`src/include/dsac_defs.svh`:
```
// Notes on behaviour
// - DRAM column output lasts 2 states with its length bit 0, else 3.
// - Space code 000 leaves areas 2 to 5 normal; 001 makes area 2 DRAM.
// - Space code 010 makes areas 2 and 3 DRAM and areas 4 and 5 normal.
// - Space code 011 makes each of areas 2 to 5 a separate DRAM space.
// - Space code 111 makes areas 2 to 5 one continuous DRAM space.
// - Continuous DRAM space drives its row strobe on the area 2 pin.
// - Space code 100 makes areas 2 to 5 continuous synchronous DRAM space.
// - In it row strobe, column strobe, write enable use area pins 2 to 4.
// - Code 101 runs synchronous DRAM mode setting; 110 is never written.
// - Row strobe starts with the row cycle if its bit is 1, else mid-cycle.
`ifndef DSAC_DEFS_SVH
`define DSAC_DEFS_SVH

`define DSAC_CTRL_OFS      8'h00
`define DSAC_STAT_OFS      8'h04
`define DSAC_CTRL_RST      16'h0000
`define DSAC_CTRL_WMASK    16'h7f00
`define DSAC_ROWTIM_BIT    14
`define DSAC_COLLEN_BIT    12
`define DSAC_RSV11_BIT     11
`define DSAC_SPACE_MSB     10
`define DSAC_SPACE_LSB     8
`define DSAC_CLK_PER_STATE 2
`define DSAC_NORM_STATES   2
`define DSAC_ROW_STATES    1
`define DSAC_COL_SHORT     2
`define DSAC_COL_LONG      3
`define DSAC_CMD_STATES    1

`endif

```
`src/include/dsac_pkg.sv`:
```
`default_nettype none
package dsac_pkg;

  typedef enum logic [2:0] {
    DSAC_SP_NORMAL   = 3'h0,
    DSAC_SP_DRAM_A2  = 3'h1,
    DSAC_SP_DRAM_A23 = 3'h2,
    DSAC_SP_DRAM_A25 = 3'h3,
    DSAC_SP_CONT_SD  = 3'h4,
    DSAC_SP_MODE_SET = 3'h5,
    DSAC_SP_BAD      = 3'h6,
    DSAC_SP_CONT_DR  = 3'h7
  } dsac_space_e;

  typedef enum logic [1:0] {
    DSAC_K_NORMAL = 2'h0,
    DSAC_K_DRAM   = 2'h1,
    DSAC_K_SDRAM  = 2'h2,
    DSAC_K_MRS    = 2'h3
  } dsac_kind_e;

  typedef enum logic [4:0] {
    DSAC_ST_IDLE = 5'h01,
    DSAC_ST_NORM = 5'h02,
    DSAC_ST_ROW  = 5'h04,
    DSAC_ST_COL  = 5'h08,
    DSAC_ST_CMD  = 5'h10
  } dsac_state_e;

endpackage
`default_nettype wire

```
`src/hw/dsac_top.sv`:
```
// Local design decisions: the AHB-Lite slave port and the register offsets.
`include "dsac_defs.svh"
`default_nettype none

module dsac_top #(
  parameter int unsigned AW = 32
) (
  input  wire logic          core_clk,
  input  wire logic          rst_n,
  input  wire logic          hsel,
  input  wire logic [AW-1:0] haddr,
  input  wire logic [1:0]    htrans,
  input  wire logic          hwrite,
  input  wire logic [2:0]    hsize,
  input  wire logic [31:0]   hwdata,
  input  wire logic          hready,
  output logic               hreadyout,
  output logic               hresp,
  output logic [31:0]        hrdata,
  input  wire logic          acc_req,
  input  wire logic [2:0]    acc_area,
  input  wire logic          acc_write,
  output logic               acc_ack,
  output logic [7:0]         area_select_n,
  output logic               dram_cas_n,
  output logic               col_addr_sel,
  output logic               ext_write_n
);

  localparam int CPS = `DSAC_CLK_PER_STATE;

  // Picks the kind of cycle an area gets under a space code.
  // Code 110 and areas outside 2 to 5 fall back to normal cycles, so a
  // forbidden code can never drive a memory strobe.
  function automatic dsac_pkg::dsac_kind_e kind_of(
    input logic [2:0] space,
    input logic [2:0] area
  );
    logic in25;
    in25 = (area >= 3'h2) && (area <= 3'h5);
    kind_of = dsac_pkg::DSAC_K_NORMAL;
    case (space)
      dsac_pkg::DSAC_SP_NORMAL:
        kind_of = dsac_pkg::DSAC_K_NORMAL;
      dsac_pkg::DSAC_SP_DRAM_A2:
        if (area == 3'h2)
          kind_of = dsac_pkg::DSAC_K_DRAM;
      dsac_pkg::DSAC_SP_DRAM_A23:
        if (area == 3'h2 || area == 3'h3)
          kind_of = dsac_pkg::DSAC_K_DRAM;
      dsac_pkg::DSAC_SP_DRAM_A25:
        if (in25)
          kind_of = dsac_pkg::DSAC_K_DRAM;
      dsac_pkg::DSAC_SP_CONT_DR:
        if (in25)
          kind_of = dsac_pkg::DSAC_K_DRAM;
      dsac_pkg::DSAC_SP_CONT_SD:
        if (in25)
          kind_of = dsac_pkg::DSAC_K_SDRAM;
      dsac_pkg::DSAC_SP_MODE_SET:
        if (in25)
          kind_of = dsac_pkg::DSAC_K_MRS;
      default:
        kind_of = dsac_pkg::DSAC_K_NORMAL;
    endcase
  endfunction

  // True in the last clock of a phase that lasts n bus states.
  function automatic logic phase_last(
    input logic [2:0] cnt,
    input int         n
  );
    phase_last = (cnt == 3'(n * CPS - 1));
  endfunction

  // Bus slave.
  // Writes land at the end of their data phase with no wait state.
  // A read holds hreadyout low for its first data cycle, so that the
  // selected word is captured into hrdata_q and stands while the
  // master samples it.
  logic        dph_q;
  logic        dph_wr_q;
  logic [7:0]  dph_ofs_q;
  logic        rd_rdy_q;
  logic [31:0] hrdata_q;
  logic [15:0] ctrl_q;
  logic [15:0] ctrl_d;

  wire         accept   = hsel & hready & htrans[1];
  wire         rd_first = dph_q & ~dph_wr_q & ~rd_rdy_q;
  wire         wr_ctrl  = dph_q & dph_wr_q &
                          (dph_ofs_q == `DSAC_CTRL_OFS);
  wire         is_ctrl  = (dph_ofs_q == `DSAC_CTRL_OFS);
  wire         is_stat  = (dph_ofs_q == `DSAC_STAT_OFS);
  wire [31:0]  stat_val;
  wire [31:0]  rd_val   = is_ctrl ? {16'h0000, ctrl_q} :
                          is_stat ? stat_val : 32'h0000_0000;

  // Bit 11 is writable like its neighbours and has no effect.
  assign ctrl_d = (ctrl_q & ~`DSAC_CTRL_WMASK) |
                  (hwdata[15:0] & `DSAC_CTRL_WMASK);

  assign hreadyout = ~rd_first;
  assign hresp     = 1'b0;
  assign hrdata    = hrdata_q;

  always_ff @(posedge core_clk or negedge rst_n)
  begin
    if (!rst_n)
    begin
      dph_q     <= 1'b0;
      dph_wr_q  <= 1'b0;
      dph_ofs_q <= 8'h00;
    end
    else if (hreadyout)
    begin
      dph_q     <= accept;
      dph_wr_q  <= hwrite;
      dph_ofs_q <= haddr[7:0];
    end
  end

  always_ff @(posedge core_clk or negedge rst_n)
  begin
    if (!rst_n)
    begin
      rd_rdy_q <= 1'b0;
      hrdata_q <= 32'h0000_0000;
    end
    else if (rd_first)
    begin
      rd_rdy_q <= 1'b1;
      hrdata_q <= rd_val;
    end
    else if (hreadyout)
      rd_rdy_q <= 1'b0;
  end

  always_ff @(posedge core_clk or negedge rst_n)
  begin
    if (!rst_n)
      ctrl_q <= `DSAC_CTRL_RST;
    else if (wr_ctrl)
      ctrl_q <= ctrl_d;
  end

  // Live configuration fields; the sequencer latches them per access.
  wire [2:0] space_sel = ctrl_q[`DSAC_SPACE_MSB:`DSAC_SPACE_LSB];
  wire       row_strobe_timing_select_cfg  = ctrl_q[`DSAC_ROWTIM_BIT];
  wire       column_cycle_length_select_cfg  = ctrl_q[`DSAC_COLLEN_BIT];

  // Access sequencer.
  dsac_pkg::dsac_state_e state_q;
  dsac_pkg::dsac_state_e state_d;
  dsac_pkg::dsac_kind_e  kind_q;
  logic [2:0]            cnt_q;
  logic [2:0]            area_q;
  logic                  write_q;
  logic                  column_cycle_length_select_q;
  logic                  row_strobe_timing_select_q;
  logic                  cont_q;

  wire dsac_pkg::dsac_kind_e new_kind =
    kind_of(space_sel, acc_area);
  wire start     = (state_q == dsac_pkg::DSAC_ST_IDLE) & acc_req;
  wire [2:0] col_n = column_cycle_length_select_q ? 3'(`DSAC_COL_LONG) :
                              3'(`DSAC_COL_SHORT);
  wire norm_end  = phase_last(cnt_q, `DSAC_NORM_STATES);
  wire row_end   = phase_last(cnt_q, `DSAC_ROW_STATES);
  wire col_end   = column_cycle_length_select_q ? phase_last(cnt_q, `DSAC_COL_LONG) :
                            phase_last(cnt_q, `DSAC_COL_SHORT);
  wire cmd_end   = phase_last(cnt_q, `DSAC_CMD_STATES);
  wire in_norm   = (state_q == dsac_pkg::DSAC_ST_NORM);
  wire in_row    = (state_q == dsac_pkg::DSAC_ST_ROW);
  wire in_col    = (state_q == dsac_pkg::DSAC_ST_COL);
  wire in_cmd    = (state_q == dsac_pkg::DSAC_ST_CMD);
  wire ph_end    = (in_norm & norm_end) | (in_row & row_end) |
                   (in_col & col_end) | (in_cmd & cmd_end);
  // With the late row strobe the pin waits for the second clock of the
  // row state, standing in for the falling edge inside it.
  wire late_half = ((cnt_q % CPS) >= (CPS / 2));
  wire busy      = (state_q != dsac_pkg::DSAC_ST_IDLE);

  assign acc_ack  = (in_norm & norm_end) | (in_col & col_end) |
                    (in_cmd & cmd_end);
  // Status word: busy in bit 0, the kind of the latched access in bits
  // 2:1 and a three-state column phase in bit 3.
  assign stat_val = {28'h0000000, col_n == 3'(`DSAC_COL_LONG),
                     kind_q, busy};

  // Normal cycles take one phase, DRAM and synchronous DRAM cycles a row
  // phase and then a column phase, mode setting a single command phase.
  // The acknowledge marks the last clock of the access.
  always_comb
  begin
    state_d = state_q;
    case (state_q)
      dsac_pkg::DSAC_ST_IDLE:
        if (acc_req)
        begin
          case (new_kind)
            dsac_pkg::DSAC_K_NORMAL: state_d = dsac_pkg::DSAC_ST_NORM;
            dsac_pkg::DSAC_K_MRS:    state_d = dsac_pkg::DSAC_ST_CMD;
            default:                 state_d = dsac_pkg::DSAC_ST_ROW;
          endcase
        end
      dsac_pkg::DSAC_ST_NORM:
        if (norm_end)
          state_d = dsac_pkg::DSAC_ST_IDLE;
      dsac_pkg::DSAC_ST_ROW:
        if (row_end)
          state_d = dsac_pkg::DSAC_ST_COL;
      dsac_pkg::DSAC_ST_COL:
        if (col_end)
          state_d = dsac_pkg::DSAC_ST_IDLE;
      dsac_pkg::DSAC_ST_CMD:
        if (cmd_end)
          state_d = dsac_pkg::DSAC_ST_IDLE;
      default:
        state_d = dsac_pkg::DSAC_ST_IDLE;
    endcase
  end

  // The counter restarts at every phase boundary; in idle it runs free
  // and its value is never used.
  always_ff @(posedge core_clk or negedge rst_n)
  begin
    if (!rst_n)
    begin
      state_q <= dsac_pkg::DSAC_ST_IDLE;
      cnt_q   <= 3'h0;
    end
    else
    begin
      state_q <= state_d;
      cnt_q   <= (start | ph_end) ? 3'h0 : cnt_q + 3'h1;
    end
  end

  // Configuration is frozen for the length of one access.
  always_ff @(posedge core_clk or negedge rst_n)
  begin
    if (!rst_n)
    begin
      kind_q  <= dsac_pkg::DSAC_K_NORMAL;
      area_q  <= 3'h0;
      write_q <= 1'b0;
      column_cycle_length_select_q  <= 1'b0;
      row_strobe_timing_select_q  <= 1'b0;
      cont_q  <= 1'b0;
    end
    else if (start)
    begin
      kind_q  <= new_kind;
      area_q  <= acc_area;
      write_q <= acc_write;
      column_cycle_length_select_q  <= column_cycle_length_select_cfg;
      row_strobe_timing_select_q  <= row_strobe_timing_select_cfg;
      cont_q  <= (space_sel == dsac_pkg::DSAC_SP_CONT_DR);
    end
  end

  // Pin drive, active high inside and inverted at the flops, except col_addr_sel.
  // Every strobe is registered so the pins are glitch free; they trail
  // the state by one clock.
  wire       is_dram  = (kind_q == dsac_pkg::DSAC_K_DRAM);
  wire       is_sd    = (kind_q == dsac_pkg::DSAC_K_SDRAM);
  wire       ras_on   = (in_row & (row_strobe_timing_select_q | late_half)) | in_col;
  wire [2:0] ras_pin  = cont_q ? 3'h2 : area_q;
  wire [7:0] area_oh  = 8'h01 << area_q;
  wire [7:0] ras_oh   = 8'h01 << ras_pin;
  wire       sd_first = in_col & (cnt_q < 3'(CPS));
  wire       sd_ras   = (is_sd & in_row) | in_cmd;
  wire       sd_cas   = (is_sd & sd_first) | in_cmd;
  wire       sd_we    = (is_sd & sd_first & write_q) | in_cmd;
  wire [7:0] sd_oh    = {3'h0, sd_we, sd_cas, sd_ras, 2'h0};
  wire [7:0] sel_d    = in_norm ? area_oh :
                        (is_dram & ras_on) ? ras_oh : sd_oh;
  wire       cas_d    = is_dram & in_col & (cnt_q >= 3'(CPS));
  wire       colsel_d = in_col & (is_dram | is_sd);
  // Synchronous DRAM writes are signalled on the area 4 pin, not on the
  // write strobe.
  wire       wr_d     = write_q & (in_norm | (is_dram & in_col));

  always_ff @(posedge core_clk or negedge rst_n)
  begin
    if (!rst_n)
    begin
      area_select_n <= 8'hff;
      dram_cas_n    <= 1'b1;
      col_addr_sel  <= 1'b0;
      ext_write_n   <= 1'b1;
    end
    else
    begin
      area_select_n <= ~sel_d;
      dram_cas_n    <= ~cas_d;
      col_addr_sel  <= colsel_d;
      ext_write_n   <= ~wr_d;
    end
  end

endmodule // dsac_top

`default_nettype wire

```
`config.mk`:
```
export PLATFORM = sky130hd
export DESIGN_NAME = dsac_top
export DESIGN_NICKNAME = d
export VERILOG_FILES = /design/src/include/dsac_pkg.sv /design/src/hw/dsac_top.sv
export VERILOG_INCLUDE_DIRS = /design/src /design/src/include
export SDC_FILE = /design/constraint.sdc
export NUM_CORES = 1
export LEC_CHECK = 0
export BUFFER_PORTS_ARGS = -buffer_cell sky130_fd_sc_hd__buf_2
export CORE_AREA = 2 2 80 82
export CTS_CLUSTER_DIAMETER = 60
export DETAILED_ROUTE_END_ITERATION = 16
export DIE_AREA = 0 0 82 84
export HOLD_SLACK_MARGIN = 0.02
export PLACE_DENSITY = 0.9
export SKIP_LAST_GASP = 1
export SLEW_MARGIN = 20
export SYNTH_ARGS = -nofsm -noshare
export SYNTH_HDL_FRONTEND = slang
export SYNTH_SLANG_ARGS = --single-unit
```
`constraint.sdc`:
```
create_clock -name core_clk -period 1.7 [get_ports core_clk]
set_input_delay 0.34 -clock core_clk [delete_from_list [all_inputs] [get_ports core_clk]]
set_output_delay 0.34 -clock core_clk [all_outputs]
set_load 0.005 [all_outputs]
```
---- Word level (Yosys, flattened, before mapping) ----
Index checks and enable logic that the tools add are counted.
W data, S select, Z words.
operators by class
  add/subtract/negate cells ............... 1
  order comparisons ....................... 5
  eq/ne operators ......................... 27
  shift operators ......................... 2
  multiplexer cells ....................... 22
  bitwise gates (word level) .............. 41
  reductions and logical operators ........ 6
operator list
  operator               count
  $mux W5                5
  $pmux W5 S5            1
  $and A1 B1 Y1          21
  $mux W16               1
  $mux W8                2
  $or A16 B15 Y16        1
  $shl A1 B3 Y8 const A  2
  $eq A3 B2 Y1 const B   5
  $or A1 B1 Y1           13
  $eq A3 B3 Y1 const B   4
  $ne A2 B2 Y1 const B   5
  $pmux W2 S5            1
  $pmux W5 S2            1
  $eq A8 B3 Y1 const B   1
  $logic_not A8 Y1       1
  $not A8 Y8             1
  $eq A2 B2 Y1 const B   3
  $eq A3 B1 Y1 const B   2
  $ge A3 B2 Y1 const B   2
  $mux W1                6
  $mux W3                2
  $eq A5 B1 Y1 const B   1
  $eq A5 B2 Y1 const B   1
  $eq A5 B3 Y1 const B   1
  16 further kinds       21
word-level totals
  flip-flop bits (word level) ............. 87
  input bits .............................. 79
  output and inout bits ................... 46

---- Longest topological paths before layout ----
  depth after elaboration ................. 8
  mapped depth ............................ 6
  gate-level depth less buffers ........... 6

---- Worst setup path before layout ----
No wires, ideal clock.
  path kind ............................... register to output
  start point ............................. register state_q[4]
  end point ............................... output acc_ack
  arrival time ............................ 1.256 ns
  data required time ...................... 1.360 ns
  path slack .............................. 0.104 ns
  stages on the path, launching flop included .. 5
  cell sequence ........................... dfrtp_1 buf_4 nor4_2 nand2_1 o221ai_2
between the ends
  word-level cells in the longest chain between the ends .. 4
  elaborated cells between the ends (all ways) .. 8
  classes of those cells .................. 3 x eq/ne; 5 x bitwise
RTL lines
  element                                              RTL line                          source
  from (decl)                                          dsac_top.sv:153                   dsac_pkg::dsac_state_e state_q;
  from (signal assigned)                               dsac_top.sv:230                   state_q <= dsac_pkg::DSAC_ST_IDLE;
  from (signal assigned)                               dsac_top.sv:235                   state_q <= state_d;
  $eq A5 B2 Y1 / $eq A5 B4 Y1 (equally long branches)  dsac_top.sv:173, dsac_top.sv:175
  $and A1 B1 Y1                                        dsac_top.sv:184                   assign acc_ack = (in_norm & norm_end) | (in_col & col_end) |
  $or A1 B1 Y1                                         dsac_top.sv:184
  $or A1 B1 Y1 (*)                                     dsac_top.sv:184
  to (decl)                                            dsac_top.sv:23                    output logic acc_ack,
Mark *: on every way between the ends. The rest lies on a longest branch, timed or not.

---- Final worst setup path ----
  start point ............................. register cnt_q[1]
  end point ............................... output acc_ack
between the ends
  word-level cells in the longest chain between the ends .. 5
  elaborated cells between the ends (all ways) .. 9
  classes of those cells .................. 3 x eq/ne; 1 x mux; 5 x bitwise
RTL lines
  element                                              RTL line         source
  from (decl)                                          dsac_top.sv:156  logic [2:0] cnt_q;
  from (signal assigned)                               dsac_top.sv:236  cnt_q <= (start | ph_end) ? 3'h0 : cnt_q + 3'h1;
  $eq A3 B2 Y1 / $eq A3 B3 Y1 (equally long branches)  dsac_top.sv:73   phase_last = (cnt == 3'(n * CPS - 1));
  $mux W1                                              dsac_top.sv:170  wire col_end = column_cycle_length_select_q ? phase_last(cnt_q, `DSAC_COL_LONG) :
  $and A1 B1 Y1                                        dsac_top.sv:184
  $or A1 B1 Y1                                         dsac_top.sv:184
  $or A1 B1 Y1 (*)                                     dsac_top.sv:184
Marked as above.

==> metrics.md <==
| Metric | Value |
|---|---|
| Status | `complete, but fails checks` |
| Failing checks | `setup timing` |
| Synth top area share | `0.4214` |
| Final setup margin | `-0.2522 ns` |
| Root buffer cell | `clkbuf_8` |
| Starting Density | `0.4481` |
| Hold Path Cell Cnt | `3` |
| Cts bufs inserted | `9` |
| Fmax | `0.5122 GHz` |
| Reg2Reg Launch Point | `state_q[1]` |
| Post-synthesis xor/xnor area fraction | `0.003207` |
| Synth Area in Compound Gates | `0.1035` |
| Critical path class | `flop to primary output` |
| Area Overhead vs Synth | `27.94%` |
| Ranking of synthesized cells by area | `dfrtp_1 (42%), dfstp_2 (11%), buf_4 (6.3%), mux2_2 (4.9%), nand2_1 (4.5%)` |
| Top Family by Delay on Critical Path | `flip-flops` |
| Fin nets | `412` |
| Routed vias/inst | `5.032` |
| Filler cell count | `506` |
| TritonCTS clock tree | `built` |
| Leakage power | `0.001706 µW` |
| Post-synthesis adder-cell area fraction | `0.03207` |
| Drc violations | `0` |
| FF-to-FF End | `kind_q[1]` |
| Area leader, netlist | `dfrtp_1` |
| H-tree Lvls | `3` |
| FF-to-FF setup slack | `0.01 ns` |
| Largest net degree at the start of global routing | `58` |
| Gp weighted congestion | `0.8669` |
| ANT cells | `0` |
| Maxcap violations | `0` |
| Fin area | `3495 µm²` |
| Largest family of logic cells by synthesized area | `simple AND/OR/NAND/NOR gates` |
| Worst path buffer plus inverter count | `2` |
| Pre-CTS WS | `0.03356 ns` |
| Placed Area | `3152 µm²` |
| Initial antenna violation count | `0` |
| Hold Startpoint | `haddr[0]` |
| Pwr Total | `4125 µW` |
| Fin util | `0.5733` |
| CP arrival | `1.61 ns` |
| DP HPWL | `3.979 mm` |
| Cell Chain, Critical Path | `ha_2 > ha_4 > inv_1 > o21a_1 > o221ai_2 > buf_2` |
| Startpoint types | `flop` |
| Die width | `82 µm` |
| VDD IR-drop max | `647.3 µV` |
| Layout cells sized above 1 | `0.4260` |
| Fin crit period | `1.952 ns` |
| Vias | `2053` |
| Detailed Route Iter0 Violations | `161` |
| DR WL/cell | `13.81 µm` |
| Synth warn | `0` |
| Commonest cells after routing, fill and taps aside | `buf_2 (49), dfrtp_1 (45), nand2_1 (32), buf_4 (28), conb_1 (22)` |
| Required time of the critical path | `1.36 ns` |
| Final Slew Violations | `0` |
| Nature of the critical path endpoint | `primary output` |
| Post-synthesis simple-gate area fraction | `0.1814` |
| Critical-path maximum fanout | `3` |
| Placed cells | `384` |
| Total gr overflow | `0` |
| #FFs+latches synth | `57` |
| Top_reg_cell synth | `dfrtp_1` |
| Input/output buffers | `49` |
| Final setup vio count | `1` |
| Distinct cells, synth | `51` |
| DRT Wirelength | `5.634 mm` |
| Syn_area_per_cell | `11.24 µm²` |
| CTS sink count | `57` |
| Detail Route Antenna Nets | `0` |
| Cells after Synth | `243` |
| Post-Syn Area | `2731 µm²` |
| Hold EP | `dph_ofs_q[0]` |
| Most common cell after layout, fill and taps aside | `buf_2` |
| Final cell count without fillers | `408` |
| Die Footprint | `6888 µm²` |
| Clk slew on worst S/H paths | `0.06 ns` |
| R2R depth | `5` |
| Asr flop ratio synth | `1.000` |
| Multiplexer area fraction after synthesis | `0.06093` |
| RSZ-0062 raised after global routing | `true` |
| Max stage delay on crit path | `0.38 ns` |
| CORE AREA | `6096 µm²` |
| I/O pins | `125` |
| Rows | `29` |
| Global-route wire length before repair | `8.935 mm` |
| Register area share after synthesis | `0.5273` |
| Die height | `84 µm` |
| CTS max path bufs | `2` |
| Worst hold path type | `input port to flop` |
| Final-report hold violation count | `0` |
| Critical-path top delay cell | `dfrtp_1` |
| Pre-antenna DRT Iters | `4` |
| Final worst path period share | `1.148` |
| Power Dens Cells | `1180 nW/µm²` |
| All-Layer GR Usage | `0.1747` |
| Clock Skew | `0.008123 ns` |
| Clock latency on the worst-skew pair | `0.33 ns` |
| Post-synth EDFFs | `0` |
| Vias in the first global route | `1965` |
cell families (layout without fill, tap and decap cells):
| family | count (synthesis) | in the layout |
|---|---|---|
| AND/OR/NAND/NOR | 85 | 85 |
| multiplexers | 15 | 15 |
| AO/OA/AOI/OAI | 36 | 36 |
| other | 1 | 22 |
| flip-flops | 57 | 57 |
| buffers and inverters | 41 | 108 |
| XOR/XNOR | 1 | 1 |
| adder cells (fa/ha/maj) | 7 | 7 |
flip-flops by register name (all words and copies together), names as in the netlist:
signal and flops:
hrdata 11, area_select_n 8, dph_ofs_q 8, ctrl_q 7, state_q 5, area_q 3
cnt_q 3, kind_q 2, col_addr_sel 1, column_cycle_length_select_q 1, cont_q 1, dph_q 1
dph_wr_q 1, dram_cas_n 1, ext_write_n 1, rd_rdy_q 1, row_strobe_timing_select_q 1, write_q 1
worst min-delay path, stage by stage:
cell and delay [ns]:
buf_2 0.07, nand2_1 0.04, nand2_1 0.05
where the power goes:
part           switching [µW]  internal (µW)  total, µW
Clock                     509            753       1260
Combinational             535            569       1100
Sequential                197           1560       1760
per-stage QoR:
| stage | TNS, ns | hold slack [ns] |
|---|---|---|
| 3_3_place_gp | 0 | 0.3596 |
| 3_5_place_dp | 0 | 0.3605 |
| 5_1_grt | -0.5959 | 0.1922 |
| 2_1_floorplan | 0 | 0.04441 |
| 6_report | -0.2522 | 0.1983 |
| 4_1_cts | -0.4073 | 0.1836 |
layout make-up:
cell class	count	area, µm²	share of cell area
tap	77	96.34	0.02757
multi-input combinational	166	1200	0.3434
sequential	57	1441	0.4125
inverter	11	41.29	0.01182
clock buffer	13	158.9	0.04547
clock inverter	3	40.04	0.01146
timing repair buffer	81	516.7	0.1479
cells in the mapped netlist (3+ instances only):
master / instances
nor3_1: 4
buf_2: 4
ha_1: 7
o21a_1: 3
a22o_1: 12
nor2_1: 9
nand3_1: 9
mux2_2: 12
nor2b_1: 3
nand2_1: 33
inv_1: 10
o21ai_0: 6
dfstp_2: 11
buf_4: 23
nand2b_1: 3
nand4b_1: 6
dfrtp_1: 46
what timing repair did:
item	CTS	global route
hold buffers	1	0
setup buffers	3	4
resized for setup	6	11
endpoints found under the setup margin	2	13
pin swaps	4	8
endpoints found under the hold margin	46	0
how the worst max path moves through the flow:
stage / startpoint / to / slack (ns) / depth (start not counted)
6_report: cnt_q[1] / acc_ack / -0.25 / 6
3_5_place_dp: cnt_q[1] / acc_ack / 0.03 / 6
4_1_cts: cnt_q[1] / acc_ack / -0.24 / 6
2_1_floorplan: state_q[4] / acc_ack / 0.10 / 4
3_3_place_gp: cnt_q[1] / state_q[4] / 0.05 / 6
5_1_grt: state_q[2] / acc_ack / -0.31 / 4
metal layers:
layer / routed length [µm] / global-route usage / vias up
li1: - / - / 980
met1: 2365 / 0.2183 / 1009
met2: 2906 / 0.2838 / 56
met3: 288 / 0.04654 / 8
met4: 74 / 0.06970 / 0
met5: 0 / 0 / -
Note: power is estimated with default switching activity, not from simulation.
